### src/design/shcs_defs.svh
`ifndef SHCS_DEFS_SVH
`define SHCS_DEFS_SVH
// register byte offsets inside the block's APB window
`define SHCS_OFF_STATE 12'h000
`define SHCS_OFF_CFG 12'h004
`define SHCS_OFF_EVT 12'h008
`define SHCS_OFF_MASK 12'h00C
// bit positions of the handler state word
`define B_HF_PEND 21
`define B_SF_PEND 20
`define B_SF_EN 19
`define B_UF_EN 18
`define B_BF_EN 17
`define B_MM_EN 16
`define B_SVC_PEND 15
`define B_BF_PEND 14
`define B_MM_PEND 13
`define B_UF_PEND 12
`define B_TICK_ACT 11
`define B_PSV_ACT 10
`define B_MON_ACT 8
`define B_SVC_ACT 7
`define B_NMI_ACT 5
`define B_SF_ACT 4
`define B_UF_ACT 3
`define B_HF_ACT 2
`define B_BF_ACT 1
`define B_MM_ACT 0
// field masks
`define M_IMPL 32'h003FFDBF
`define M_SEC_ONLY 32'h00180010
`define M_SHARED 32'h001A4132
`define M_BUS 32'h00024002
`define STATE_RST 32'h00000000
// config word bits
`define C_BF_NS 0
`define C_SEC_EXT 1
`endif

### src/design/shcs_pkg.sv
package shcs_pkg;
	typedef enum logic [1:0] {
		F_MEM = 2'b00,
		F_BUS = 2'b01,
		F_USAGE = 2'b10,
		F_SEC = 2'b11
	} fault_kind_t;
	typedef enum logic [0:0] {
		APB_SETUP = 1'b0,
		APB_ACCESS = 1'b1
	} apb_phase_t;
endpackage

### src/design/bank_if.sv
`timescale 1ns/1ps
interface bank_if;
	logic wr_en;
	logic [31:0] wr_data;
	logic [31:0] wr_keep;
	logic [31:0] rd_data;
	modport owner (output wr_en, output wr_data, output wr_keep, input rd_data);
	modport store (input wr_en, input wr_data, input wr_keep, output rd_data);
endinterface

### src/design/state_bank.sv
`timescale 1ns/1ps
`include "shcs_defs.svh"
// one copy of the handler state word; only bits in wr_keep change on write
module state_bank (
	input wire logic ref_clk_i,
	input wire logic reset_i,
	bank_if.store bus
);
	logic [31:0] word_q;
	// ********************
	// storage
	// ********************
	always_ff @(posedge ref_clk_i) begin
		if (reset_i) begin
			word_q <= `STATE_RST;
		end else if (bus.wr_en) begin
			word_q <= (word_q & ~bus.wr_keep) | (bus.wr_data & bus.wr_keep);
		end
	end
	assign bus.rd_data = word_q;
endmodule

### src/design/system_handler_control_state.sv
// Decided for this implementation: the placing of the registers and the APB register port.
`timescale 1ns/1ps
`include "shcs_defs.svh"
module system_handler_control_state
	import shcs_pkg::*;
(
	input wire logic ref_clk_i,
	input wire logic reset_i,
	input wire logic psel,
	input wire logic penable,
	input wire logic pwrite,
	input wire logic [11:0] paddr,
	input wire logic [31:0] pwdata,
	input wire logic [3:0] pstrb,
	input wire logic [2:0] pprot,
	output logic [31:0] prdata,
	output logic pready,
	output logic pslverr,
	input wire logic fault_valid_i,
	input wire fault_kind_t fault_kind_i,
	input wire logic fault_secure_i,
	output logic fault_take_o,
	output fault_kind_t fault_take_kind_o,
	output logic hard_fault_o,
	output logic hf_preempt_s_o,
	output logic hf_preempt_ns_o,
	output logic irq_o
);
	// ********************
	// configuration and bus decode
	// ********************
	logic [1:0] cfg_q;
	logic [1:0] evt_q;
	logic [1:0] mask_q;
	logic sec_ext;
	logic bf_ns;
	logic ns_acc;
	logic acc;
	logic wr;
	logic hit_state, hit_cfg, hit_evt, hit_mask, hit_any;
	logic [31:0] rd_view;
	logic [31:0] wr_ok;
	logic [31:0] impl;

	assign sec_ext = cfg_q[`C_SEC_EXT];
	assign bf_ns = cfg_q[`C_BF_NS];
	assign ns_acc = pprot[1] & sec_ext;
	assign acc = psel & penable;
	assign wr = acc & pwrite & (&pstrb);
	assign hit_state = paddr == `SHCS_OFF_STATE;
	assign hit_cfg = paddr == `SHCS_OFF_CFG;
	assign hit_evt = paddr == `SHCS_OFF_EVT;
	assign hit_mask = paddr == `SHCS_OFF_MASK;
	assign hit_any = hit_state | hit_cfg | hit_evt | hit_mask;
	assign pready = 1'b1;
	assign pslverr = acc & ~hit_any;

	// secure fault bits exist only with the extension
	assign impl = sec_ext ? `M_IMPL : (`M_IMPL & ~`M_SEC_ONLY);

	// combined view of the two banks as the current requester sees it
	function automatic logic [31:0] view(input logic [31:0] own, input logic [31:0] shared, input logic ns,
		input logic bfns, input logic [31:0] im);
		logic [31:0] v;
		v = (own & ~`M_SHARED) | (shared & `M_SHARED);
		if (ns && !bfns) begin
			v = v & ~`M_BUS;
		end
		return v & im;
	endfunction

	// ********************
	// banked storage
	// ********************
	bank_if sec_b ();
	bank_if ns_b ();
	state_bank u_sec (.ref_clk_i(ref_clk_i), .reset_i(reset_i), .bus(sec_b));
	state_bank u_ns (.ref_clk_i(ref_clk_i), .reset_i(reset_i), .bus(ns_b));

	// shared bits live in the secure copy; writes follow the requester's view
	assign wr_ok = impl & ~((ns_acc & ~bf_ns) ? `M_BUS : 32'h00000000);
	assign rd_view = view(ns_acc ? ns_b.rd_data : sec_b.rd_data, sec_b.rd_data, ns_acc, bf_ns, impl);
	assign sec_b.wr_en = wr & hit_state;
	assign sec_b.wr_data = pwdata;
	assign sec_b.wr_keep = ns_acc ? (wr_ok & `M_SHARED) : wr_ok;
	assign ns_b.wr_en = wr & hit_state & ns_acc;
	assign ns_b.wr_data = pwdata;
	assign ns_b.wr_keep = wr_ok & ~`M_SHARED;

	// ********************
	// fault escalation
	// ********************
	logic [31:0] cur;
	logic en_bit;
	logic [4:0] en_pos;
	assign cur = view(fault_secure_i ? sec_b.rd_data : ns_b.rd_data, sec_b.rd_data, 1'b0, 1'b1, impl);
	always_comb begin
		unique case (fault_kind_i)
			F_MEM: en_pos = 5'(`B_MM_EN);
			F_BUS: en_pos = 5'(`B_BF_EN);
			F_USAGE: en_pos = 5'(`B_UF_EN);
			F_SEC: en_pos = 5'(`B_SF_EN);
		endcase
	end
	assign en_bit = cur[en_pos];

	// disabled handlers turn the fault into a hard fault
	always_ff @(posedge ref_clk_i) begin
		if (reset_i) begin
			fault_take_o <= 1'b0;
			hard_fault_o <= 1'b0;
			fault_take_kind_o <= F_MEM;
		end else begin
			fault_take_o <= fault_valid_i & en_bit;
			hard_fault_o <= fault_valid_i & ~en_bit;
			fault_take_kind_o <= fault_kind_i;
		end
	end

	// hard fault pended: non-secure one only preempts when delegated
	always_ff @(posedge ref_clk_i) begin
		if (reset_i) begin
			hf_preempt_s_o <= 1'b0;
			hf_preempt_ns_o <= 1'b0;
		end else begin
			hf_preempt_s_o <= sec_b.rd_data[`B_HF_PEND];
			hf_preempt_ns_o <= sec_ext & bf_ns & ns_b.rd_data[`B_HF_PEND];
		end
	end

	// ********************
	// configuration, events and mask
	// ********************
	// config only changes from the secure side
	always_ff @(posedge ref_clk_i) begin
		if (reset_i) begin
			cfg_q <= 2'h0;
		end else if (wr && hit_cfg && !ns_acc) begin
			cfg_q <= pwdata[1:0];
		end
	end

	// event 0 escalation, event 1 non-secure preemption blocked, both gated by mask_q at irq_o; set beats clear
	always_ff @(posedge ref_clk_i) begin
		if (reset_i) begin
			evt_q <= 2'h0;
		end else begin
			evt_q <= (evt_q & ~((wr && hit_evt) ? pwdata[1:0] : 2'h0))
				| {sec_ext & ~bf_ns & ns_b.rd_data[`B_HF_PEND], fault_valid_i & ~en_bit};
		end
	end

	always_ff @(posedge ref_clk_i) begin
		if (reset_i) begin
			mask_q <= 2'h0;
		end else if (wr && hit_mask) begin
			mask_q <= pwdata[1:0];
		end
	end

	assign irq_o = |(evt_q & mask_q);

	// read data register
	always_ff @(posedge ref_clk_i) begin
		if (reset_i) begin
			prdata <= 32'h00000000;
		end else if (psel && !penable && !pwrite) begin
			unique case (1'b1)
				hit_state: prdata <= rd_view;
				hit_cfg: prdata <= {30'h0, cfg_q};
				hit_evt: prdata <= {30'h0, evt_q};
				hit_mask: prdata <= {30'h0, mask_q};
				default: prdata <= 32'h00000000;
			endcase
		end
	end
endmodule

### config.mk
export PLATFORM = sky130hd
export DESIGN_NAME = system_handler_control_state
export DESIGN_NICKNAME = d
export VERILOG_FILES = /design/src/design/shcs_pkg.sv /design/src/design/bank_if.sv /design/src/design/state_bank.sv /design/src/design/system_handler_control_state.sv
export VERILOG_INCLUDE_DIRS = /design/src /design/src/design
export SDC_FILE = /design/constraint.sdc
export NUM_CORES = 1
export LEC_CHECK = 0
export BUFFER_PORTS_ARGS = -buffer_cell sky130_fd_sc_hd__buf_2
export CAP_MARGIN = 15
export CORE_UTILIZATION = 47
export CTS_BUF_LIST = sky130_fd_sc_hd__clkbuf_8
export DETAILED_ROUTE_END_ITERATION = 10
export PLACE_DENSITY = 0.86
export SLEW_MARGIN = 20
export SYNTH_ARGS = -nofsm -noshare
export SYNTH_HDL_FRONTEND = slang
export SYNTH_SLANG_ARGS = --single-unit
### constraint.sdc
create_clock -name ref_clk_i -period 1.3 [get_ports ref_clk_i]
set_input_delay 0.325 -clock ref_clk_i [delete_from_list [all_inputs] [get_ports ref_clk_i]]
set_output_delay 0.325 -clock ref_clk_i [all_outputs]
set_load 0.01 [all_outputs]
==> Word-level counts from Yosys, hierarchy flattened <==
Cells that the tools add are included.
{ "totals": {"register_bits": 108, "out_inout_bits": 41} }
{ "op_classes": {"magnitude_cmp": 1, "eq_ne": 6, "muxes": 11, "bitwise_logic": 38, "n_reduce_logical": 15} }
{ "ops": {"columns": ["op", "n"], "rows": [
  ["$and 32x32->32", 4],
  ["$pmux 32 s4", 1],
  ["$mux 32", 3],
  ["$and 32x22->32", 2],
  ["$not 32->32", 2],
  ["$or 32x21->32", 2],
  ["$or 32x32->32", 2],
  ["$mux 18", 2],
  ["$and 22x32->32", 1],
  ["$not 18->32", 1],
  ["$eq 12x4->1 const B", 2],
  ["$mux 21", 1],
  ["$pmux 5 s4", 1],
  ["$and 1x1->1", 14],
  ["$eq 12x3->1 const B", 1],
  ["$logic_not 12->1", 1],
  ["$logic_and 1x1->1", 7],
  ["$lt 5x6->1 const B", 1],
  ["$bmux 1 s5", 1],
  ["$and 2x2->2", 2],
  ["$eq 2x2->1 const B", 2],
  ["$logic_not 1->1", 4],
  ["$reduce_and 4->1", 1],
  ["$not 1->1", 3],
  ["other kinds (8)", 10]
]} }

==> Longest topological paths before layout <==
Gate-level depths: netlist of run 1.
{ "logic_depth": {"depth_word": 9, "mapped_depth": 7} }

==> Hierarchy <==
From an unflattened synthesis of run 1, not the netlist that was laid out.
{ "hier_totals": {"cells_unflattened": 435, "hier_area_um2": 4490.6} }
{ "modules_own_cells": {"columns": ["mod", "instances", "cells_per_inst", "area_per_inst_um2", "seq_area_each_um2"], "rows": [
  ["state_bank", 2, 138, 1468.9, 640.6],
  ["system_handler_control_state", 1, 159, 1552.7, 640.6]
]} }

==> Worst setup path after synthesis of run 1 <==
OpenSTA, ideal clock, no wires.
{ "synth_path": {"kind": "input-to-reg", "startpoint": "in paddr[7]", "endpoint": "reg (tool-made name)", "t_arrival_ns": 1.278, "t_required_ns": 1.168, "path_slack_ns": -0.111, "path_stages": 5, "cell_sequence": "nor4_4 > nand4_2 > clkbuf_1 > o21ai_0 > a21oi_1"} }
{ "synth_rtl": {"columns": ["element", "line_no", "text"], "rows": [
  ["start: declaration", "system_handler_control_state.sv:12", "input wire logic [11:0] paddr,"]
]} }

==> Final worst setup path of run 1 <==
{ "layout_path": {"startpoint": "in paddr[6]", "endpoint": "out pslverr"} }
{ "layout_between": {"elab_chain_cells": 6, "elab_cells_between_ends": 9, "classes_between": "eq/ne (3); bitwise (5); reduce/logical (1)"} }
{ "layout_rtl": {"columns": ["element", "line_no", "text"], "rows": [
  ["$eq 12x3->1 (no line) / $logic_not 12->1 (equally long branches)", null, null],
  ["$or 1x1->1 (2 in a row)", "system_handler_control_state.sv:54", "assign hit_any = hit_state | hit_cfg | hit_evt | hit_mask;"],
  ["$or 1x1->1 *", "system_handler_control_state.sv:54", null],
  ["$not 1->1 *", "system_handler_control_state.sv:56", "assign pslverr = acc & ~hit_any;"],
  ["$and 1x1->1 *", "system_handler_control_state.sv:56", null],
  ["end: declaration", "system_handler_control_state.sv:18", "output logic pslverr,"]
]} }
Mark *: on every way between the ends. The rest lies on a longest branch, timed or not.

==> reports/results.ini, run 1 <==
[place]
gp_congestion = 0.844
dp_hpwl_um = 5050
io_buffers = 73

[drt]
wire_per_inst_um = 16.7
drt_wl_total_um = 8240
dr.pass1.iters = 5
ant_nets = 0
drtIter0Drc = 327
route.detailed.drc = 0
viasPerCell = 5.86
route.vias.total = 2896

[finish]
syn_to_final_growth_pct = 31.9
diodes = 0
filler_cell_count = 457
final_core_util_pct = 64.5
layout-drive-gt1-share_pct = 35.6
nNetsFinal = 474

[worst_setup_path]
crit_required_ns = 0.98
r2r_start = cfg_q[1]$_SDFFE_PP0P_
cp_cell_sequence = buf_6, nor4_4, nand3_1, and3_4, buf_6
cp.arrival_ns = 1.15
r2r-end = u_ns.bus.rd_data[15]$_SDFFE_PP0P_
max_stage_delay_ns = 0.29
reg2reg_slack_ns = -0.05
ff2ff_path_depth = 6
path_buf_inv = 2
cpMaxStageDelayCell = nor4_4
end_kind = output pin
cpMostUsedCell = buf_6
cp-start-kind = input pin
critPathKind = in2out
critical_path.top_delay_family = simple AND/OR/NAND/NOR gates
cp_max_fo = 2

[cts]
clockBufferDepth = 2
clk_pin_slew_worst_paths_ns = 0.07
cts_sinks = 64
clockRootBuffer = clkbuf_8
postCtsHoldBufs = 0
cts_tree = yes
cts_inserted_buffers = 9
clk_latency_ns = 0.36
h-tree-depth = 3

[timing]
finalCriticalPeriod_ns = 1.48
holdWs_ns = 0.227
hold_viol = 0
setup_ws_ns = -0.179
final_max_slew_viol_count = 0
setup_viol = 34
rsz0062_at_grt = yes
fmax_ghz = 0.676
finalCritPeriodShare_pct = 114
clock_skew_ns = 0.00901

[global_routing]
grt_pass1_vias = 2662
antenna_found_initial = 0
grt_max_degree = 44
grt_usage_pct = 25.5
grt_pass1_wl_um = 12400
grt_overflow = 0

[die]
chipHeight_um = 80.5
ios = 101
dieArea_um2 = 6480
rows = 28
start_util_pct = 48.9
core_area_um2 = 5920
die_w_um = 80.5

[synthesis]
synth-main-ff-cell = dfxtp_1
synth_edf_count = 0
synthArstFlopShare_pct = 0
ys_ff_latch = 64
synthesis.area_um2 = 2900
ys_types = 37
yosys.area.top_type_share_pct = 44.3
ys_top_cells_by_area = dfxtp_1, nand4_1, a21oi_1, o21ai_0, mux2i_1
netlist_instances = 326
synth-warning-count = 0
synth-seq-area-share_pct = 44.3
syn_avg_cell_area_um2 = 8.88
yosysTopAreaCell = dfxtp_1

[pwr]
p_switching_uw = 996
powerDensity_nw_per_um2 = 1040
pwr-share-clk_pct = 43.7
intPower_uw = 2990
switching_share_pct = 25.0
seqPwrFrac_pct = 49.5
power_frac_comb_pct = 6.8
max-vdd-ir-drop_uv = 876
p_leak_uw = 0.00150
p_total_uw = 3980

[hold_path]
hold_path_startpoint = pwdata[17]
holdPathStages = 3
hold_path_class = in2reg

[run_status]
failed_checks = negative setup slack
status = complete, but fails checks

[run]
maxCapViolations = 0

==> what timing repair did <==
action                                  CTS  global route
endpoints found under the setup margin   22            48
resized for setup                        22            12
pin swaps                                 9            21
cloned                                    1             2
setup buffers                             6             0
endpoints found under the hold margin     0             0
==> layout by cell type, fill, tap and decap left out, types with 9 or more instances in the layout <==
master,count
clkbuf_8,9
nand2_1,20
mux2i_1,16
a21oi_1,33
o21ai_1,15
o21ai_0,31
nand4_1,35
buf_4,27
buf_2,68
dfxtp_1,61
conb_1,13
==> power groups by stage <==
stage	clock network, µW	registers [µW]	logic, µW
2_1_floorplan	0	2020	132
3_3_place_gp	0	2020	240
3_5_place_dp	0	2020	246
4_1_cts	1780	1970	262
5_1_grt	1870	1970	290
6_report	1740	1970	272
==> worst max-delay path by stage <==
| stage | from | endpoint | slack, ns | cells past startpoint |
|---|---|---|---|---|
| after global placement | paddr[7] | register | -0.32 | 6 |
| after detailed placement | paddr[7] | register | -0.44 | 6 |
| after CTS | paddr[8] | pslverr | -0.17 | 5 |
| after floorplan | paddr[7] | register | -0.09 | 5 |
| final | paddr[6] | pslverr | -0.18 | 5 |
| after global routing | paddr[6] | pslverr | -0.21 | 5 |
==> worst min-delay path, cell delays in order <==
cell	delay, ns
buf_2	0.10
nand4_1	0.06
a21oi_1	0.05
==> kinds of logic (layout without fill, tap and decap cells) <==
logic type             Yosys count  count (layout)  share of synthesized area [%]
buffers and inverters           44             126                           9.12
AO/OA/AOI/OAI                   95              95                           18.1
flip-flops                      64              64                           44.3
AND/OR/NAND/NOR                104             104                           22.0
other                            2              13                          0.259
multiplexers                    17              17                           6.31
==> cell usage after synthesis (3+ instances only) <==
library cell and instances:
dfxtp_1 64, a21oi_1 36, o21ai_0 36, nand4_1 35, nand2_1 21, buf_4 18
mux2i_1 16, clkbuf_1 14, o21ai_1 10, nand3_1 9, nor2b_1 7, buf_2 6
nand2b_1 6, nor2_1 5, a22o_1 4, a32o_1 4, and3_1 3, buf_6 3
nand3b_1 3, nor3b_1 3
==> metrics by stage <==
step | cell area (µm²) | std cells | TNS (ns) | setup WS, ns
detailed placement | 3400 | 471 | -19.50 | -0.443
global placement | 3400 | 471 | -15.97 | -0.315
CTS | 3750 | 494 | -0.338 | -0.168
floorplan | 2980 | 337 | -3.72 | -0.0942
global route | 3820 | 494 | -3.56 | -0.207
finish | 3820 | 494 | -1.86 | -0.179
==> layout make-up <==
type	count	area [µm²]	share of cell area [%]
multi-input combinational	229	1460	38.3
sequential	64	1280	33.6
timing repair buffer	109	771	20.2
clock buffer	9	124	3.24
tap	75	93.8	2.46
clock inverter	7	78.8	2.06
inverter	1	3.75	0.0983
==> per-layer routing <==
| layer | vias up | wire length (µm) | global-route usage [%] | part of all wire [%] |
|---|---|---|---|---|
| met4 | 0 | 383 | 14.3 | 4.6 |
| li1 | 1339 | - | - | - |
| met3 | 37 | 727 | 6.70 | 8.8 |
| met2 | 179 | 3870 | 40.3 | 47 |
| met1 | 1341 | 3260 | 31.0 | 40 |
| met5 | - | 0 | 0 | 0 |
(Power assumes the default switching activity.)
==> run 2: changes to the inputs <==
--- a/config.mk
+++ b/config.mk
@@ -10,8 +10,10 @@
 export CAP_MARGIN = 15
 export CORE_UTILIZATION = 47
 export CTS_BUF_LIST = sky130_fd_sc_hd__clkbuf_8
+export CTS_CLUSTER_DIAMETER = 150
 export DETAILED_ROUTE_END_ITERATION = 10
 export PLACE_DENSITY = 0.86
+export SKIP_LAST_GASP = 1
 export SLEW_MARGIN = 20
 export SYNTH_ARGS = -nofsm -noshare
 export SYNTH_HDL_FRONTEND = slang
==> reports/results.ini, run 2 (synthesis gave the netlist of run 1 again) <==
[run_status]
status = complete, but fails checks
failed_checks = negative setup slack

[cts]
cts_inserted_buffers = 9
clockBufferDepth = 2
clk_pin_slew_worst_paths_ns = 0.08
clockRootBuffer = clkbuf_8
cts_sinks = 64
clk_latency_ns = 0.36
cts_tree = yes
postCtsHoldBufs = 0
h-tree-depth = 3

[die]
die_w_um = 80.5
rows = 28
core_area_um2 = 5920
dieArea_um2 = 6480
chipHeight_um = 80.5
start_util_pct = 48.9
ios = 101

[timing]
setup_tns_ns = -4.25
finalCritPeriodShare_pct = 117
final_max_slew_viol_count = 0
setup_viol = 41
hold_viol = 0
setup_ws_ns = -0.222
clock_skew_ns = 0.00869
rsz0062_at_grt = yes
fmax_ghz = 0.657
finalCriticalPeriod_ns = 1.52

[global_routing]
grt_pass1_wl_um = 12400
grt_overflow = 0
antenna_found_initial = 0
grt_max_degree = 44
grt_usage_pct = 25.5
grt_pass1_vias = 2636

[finish]
diodes = 0
design_area_um2 = 3870
final_core_util_pct = 65.4
layout-drive-gt1-share_pct = 37.1
finalNonFillerCells = 496
layout_commonest_cell = buf_2
nNetsFinal = 476
most-common-layout-cells = buf_2, dfxtp_1, nand4_1
syn_to_final_growth_pct = 33.8

[worst_setup_path]
reg2reg_slack_ns = -0.06
critPathCapture = evt_q[1]$_SDFF_PP0_
r2r_start = cfg_q[1]$_SDFFE_PP0P_
path_buf_inv = 5
end_kind = register
critical_path.top_delay_family = buffers and inverters
cp_cell_sequence = buf_6, nor4_4, nand3_2, buf_4, buf_4, buf_4, buf_4, o31ai_4, a21oi_1
crit_required_ns = 1.54
r2r-end = u_ns.bus.rd_data[15]$_SDFFE_PP0P_
crit_cells = 9
cp-start-kind = input pin
critPathLaunch = paddr[6]
cp.arrival_ns = 1.76
cpMaxStageDelayCell = nor4_4
cpMostUsedCell = buf_4
ff2ff_path_depth = 6
cp_max_fo = 2
critPathKind = in2reg
max_stage_delay_ns = 0.32

[place]
gp_congestion = 0.844
dp_hpwl_um = 5050
dp_cells = 471
postPlaceCellArea_um2 = 3400
io_buffers = 73

[drt]
ant_nets = 0
dr.pass1.iters = 5
wire_per_inst_um = 17.4
route.vias.total = 2948
drtIter0Drc = 407
drt_wl_total_um = 8650
route.detailed.drc = 0
viasPerCell = 5.94

[pwr]
p_leak_uw = 0.00150
powerDensity_nw_per_um2 = 1040
max-vdd-ir-drop_uv = 879
p_total_uw = 4020

[run]
maxCapViolations = 0

[hold_path]
hold_path_class = in2reg

-- run 2: cell types whose count changed in the layout (fill, tap and decap cells not counted) --
cell     before  now
a21oi_1      33   32
a21oi_2       3    4
buf_4        27   29
nand2_4       1    0
nand2_8       0    1
nand3_1       8    6
nand3_2       0    1
nand3_4       1    2
o21ai_0      31   29
o21ai_2       0    2
-- run 2: per-stage QoR --
stage          hold slack, ns  setup slack [ns]
3_5_place_dp            0.439            -0.443
2_1_floorplan           0.433           -0.0942
6_report                0.228            -0.222
4_1_cts                 0.219            -0.168
3_3_place_gp            0.430            -0.315
5_1_grt                 0.231            -0.250
-- run 2: final cells by class --
type | instances | area, µm²
Tap cell | 75 | 93.8
Multi-Input combinational cell | 229 | 1500
Inverter | 1 | 3.75
Clock inverter | 7 | 78.8
Clock buffer | 9 | 124
Timing Repair Buffer | 111 | 786
Sequential cell | 64 | 1280
Fill cell | 456 | 2050
-- run 2: how the worst min path moves through the flow --
stage                                           start                          endpoint  slack (ns)  depth (start not counted)
floorplan           u_sec.bus.rd_data[5]$_SDFFE_PP0P_            prdata[5]$_SDFFE_PP0P_        0.43                          1
global placement               prdata[2]$_SDFFE_PP0P_            prdata[2]$_SDFFE_PP0P_        0.43                          2
detailed placement             prdata[3]$_SDFFE_PP0P_            prdata[3]$_SDFFE_PP0P_        0.44                          2
CTS                                        pwdata[17]                          register        0.22                          3
global route                                pwdata[3]  u_ns.bus.rd_data[3]$_SDFFE_PP0P_        0.23                          3
finish                                     pwdata[17]                          register        0.23                          3
-- run 2: what timing repair did --
action | CTS | global route
cloned | 1 | 2
endpoints found under the setup margin | 22 | 49
pin swaps | 6 | 26
buffers inserted | 6 | 0
resized for setup | 16 | 25
-- run 2: metal layers --
layer  vias up  part of all wire [%]  track usage (%)
li1       1349                     -                -
met1      1365                    39             31.0
met2       193                    49             40.7
met3        41                   8.6             6.70
met4         0                   4.2             13.6
met5         -                     0                0
-- run 2: where the power goes --
part | switching, µW | total (µW) | internal, µW
combinational | 161 | 280 | 119
sequential | 4.06 | 1970 | 1970
clock | 866 | 1770 | 904
total | 1030 | 4020 | 2990
-- run 2: worst reg2reg max path, delay by kind of cell, from the launching register on --
kind,cells,cell delay [ns]
DFF,1,0.37
buffers and inverters,2,0.31
AOI/OAI and AO/OA,2,0.31
and+or+nand+nor,2,0.24
==> run 3: changes to the inputs <==
--- a/config.mk
+++ b/config.mk
@@ -8,7 +8,7 @@
 export LEC_CHECK = 0
 export BUFFER_PORTS_ARGS = -buffer_cell sky130_fd_sc_hd__buf_2
 export CAP_MARGIN = 15
-export CORE_UTILIZATION = 47
+export CORE_UTILIZATION = 51
 export CTS_BUF_LIST = sky130_fd_sc_hd__clkbuf_8
 export CTS_CLUSTER_DIAMETER = 150
 export DETAILED_ROUTE_END_ITERATION = 10
@@ -17,4 +17,5 @@
 export SLEW_MARGIN = 20
 export SYNTH_ARGS = -nofsm -noshare
 export SYNTH_HDL_FRONTEND = slang
+export SYNTH_HIERARCHICAL = 1
 export SYNTH_SLANG_ARGS = --single-unit
==> reports/results.ini, run 3 <==
[timing]
setup_viol = 57
fmax_ghz = 0.577
worst_slew_pin_slew_ns = 0.539
final_max_slew_viol_count = 0
finalCriticalPeriod_ns = 1.73
finalCritPeriodShare_pct = 133
setup_ws_ns = -0.434
hold_viol = 0
maxSlewHeadroom_pct = 63.8
clock_skew_ns = 0.0121
setup_tns_ns = -12.80
rsz0062_at_grt = yes

[run_status]
failed_checks = negative setup slack
status = complete, but fails checks

[drt]
drt_wl_total_um = 10400
route.detailed.drc = 0
dr.pass1.iters = 4
drtIter0Drc = 191
ant_nets = 0
wire_per_inst_um = 20.2
route.vias.total = 2938
viasPerCell = 5.73

[die]
core_area_um2 = 5920
ios = 101
chipHeight_um = 80.2
dieArea_um2 = 6430
rows = 28
die_w_um = 80.2
start_util_pct = 52.7

[global_routing]
grt_pass1_wl_um = 13200
gr-usage-met3_pct = 9.20
grt_util_met1_pct = 30.5
grt_max_degree = 25
grt_pass1_vias = 2750
antenna_found_initial = 0
busiest_layer = met2
grt_util_met2_pct = 48.2
grt_overflow = 0
grt_usage_pct = 27.7

[worst_setup_path]
critPathKind = in2reg
cp-start-kind = input pin
cp.arrival_ns = 2.04
reg2reg_slack_ns = -0.05
cp_max_fo = 12
crit_required_ns = 1.60
end_kind = register

[pwr]
p_total_uw = 4090
powerDensity_nw_per_um2 = 894
max-vdd-ir-drop_uv = 741
p_leak_uw = 0.00187

[finish]
final_core_util_pct = 77.3
syn_to_final_growth_pct = 46.7
layout-drive-gt1-share_pct = 52.7
most-common-layout-cells = buf_2, dfxtp_1, conb_1
nNetsFinal = 493
diodes = 0
layout_commonest_cell = buf_2

[cts]
cts_tree = yes
cts_sinks = 64
cts_inserted_buffers = 9
clockBufferDepth = 2
h-tree-depth = 3
clk_latency_ns = 0.36
clk_pin_slew_worst_paths_ns = 0.08
clockRootBuffer = clkbuf_8

[place]
dp_hpwl_um = 5350
io_buffers = 73
gp_congestion = 0.850

[run]
maxCapViolations = 0

[synthesis]
synthesis.area_um2 = 3120
synth-warning-count = 6
netlist_instances = 307
syn_avg_cell_area_um2 = 10.2

[hold_path]
hold_path_class = in2reg

-- run 3: metrics by stage --
stage               worst slack, ns  hold slack (ns)  cells  instance area (µm²)
CTS                          -0.270            0.208    507                 4210
finish                       -0.434            0.215    513                 4580
floorplan                    -0.320            0.437    346                 3420
detailed placement           -0.571            0.443    482                 3800
global route                 -0.449            0.204    513                 4580
global placement             -0.498            0.440    482                 3800
-- run 3: layout make-up --
class                      count  area (µm²)
tap                           75        93.8
sequential                    64        1290
multi-input combinational    238        2060
inverter                       2        7.51
fill                         351        1350
clock inverter                 5        55.1
clock buffer                  11         151
timing repair buffer         118         925
-- run 3: worst paths after layout --
path                           from                     end  cells after the start
max                        paddr[6]                register                      9
min                       pwdata[3]                register                      3
max reg2reg                register  prdata[0]$_SDFFE_PP0P_                      4
min reg2reg  prdata[1]$_SDFFE_PP0P_  prdata[1]$_SDFFE_PP0P_                      1
-- run 3: power by group --
| group | internal [µW] | total, µW | switching (µW) |
|---|---|---|---|
| sequential | 1970 | 1970 | 5.26 |
| clock | 982 | 1790 | 806 |
| combinational | 120 | 329 | 209 |
-- run 3: critical path, stage by stage --
cell and delay [ns]:
buf_8 0.10, nor4_4 0.36, nand3_4 0.12, buf_6 0.14
nor4_4 0.16, nor2b_4 0.32, clkbuf_16 0.22, nand3_1 0.13
a21oi_2 0.14
-- run 3: metal layers --
layer,up-vias,routed length [µm]
met2,155,5240
li1,1313,-
met3,40,745
met1,1430,3950
met5,-,0
met4,0,456
-- run 3: timing repair --
item,CTS,global route
gates resized for setup,21,52
pin swaps,7,46
endpoints found under the hold margin,0,0
gates cloned,2,5
setup buffers,7,2
endpoints found under the setup margin,38,57
hold buffers,0,0
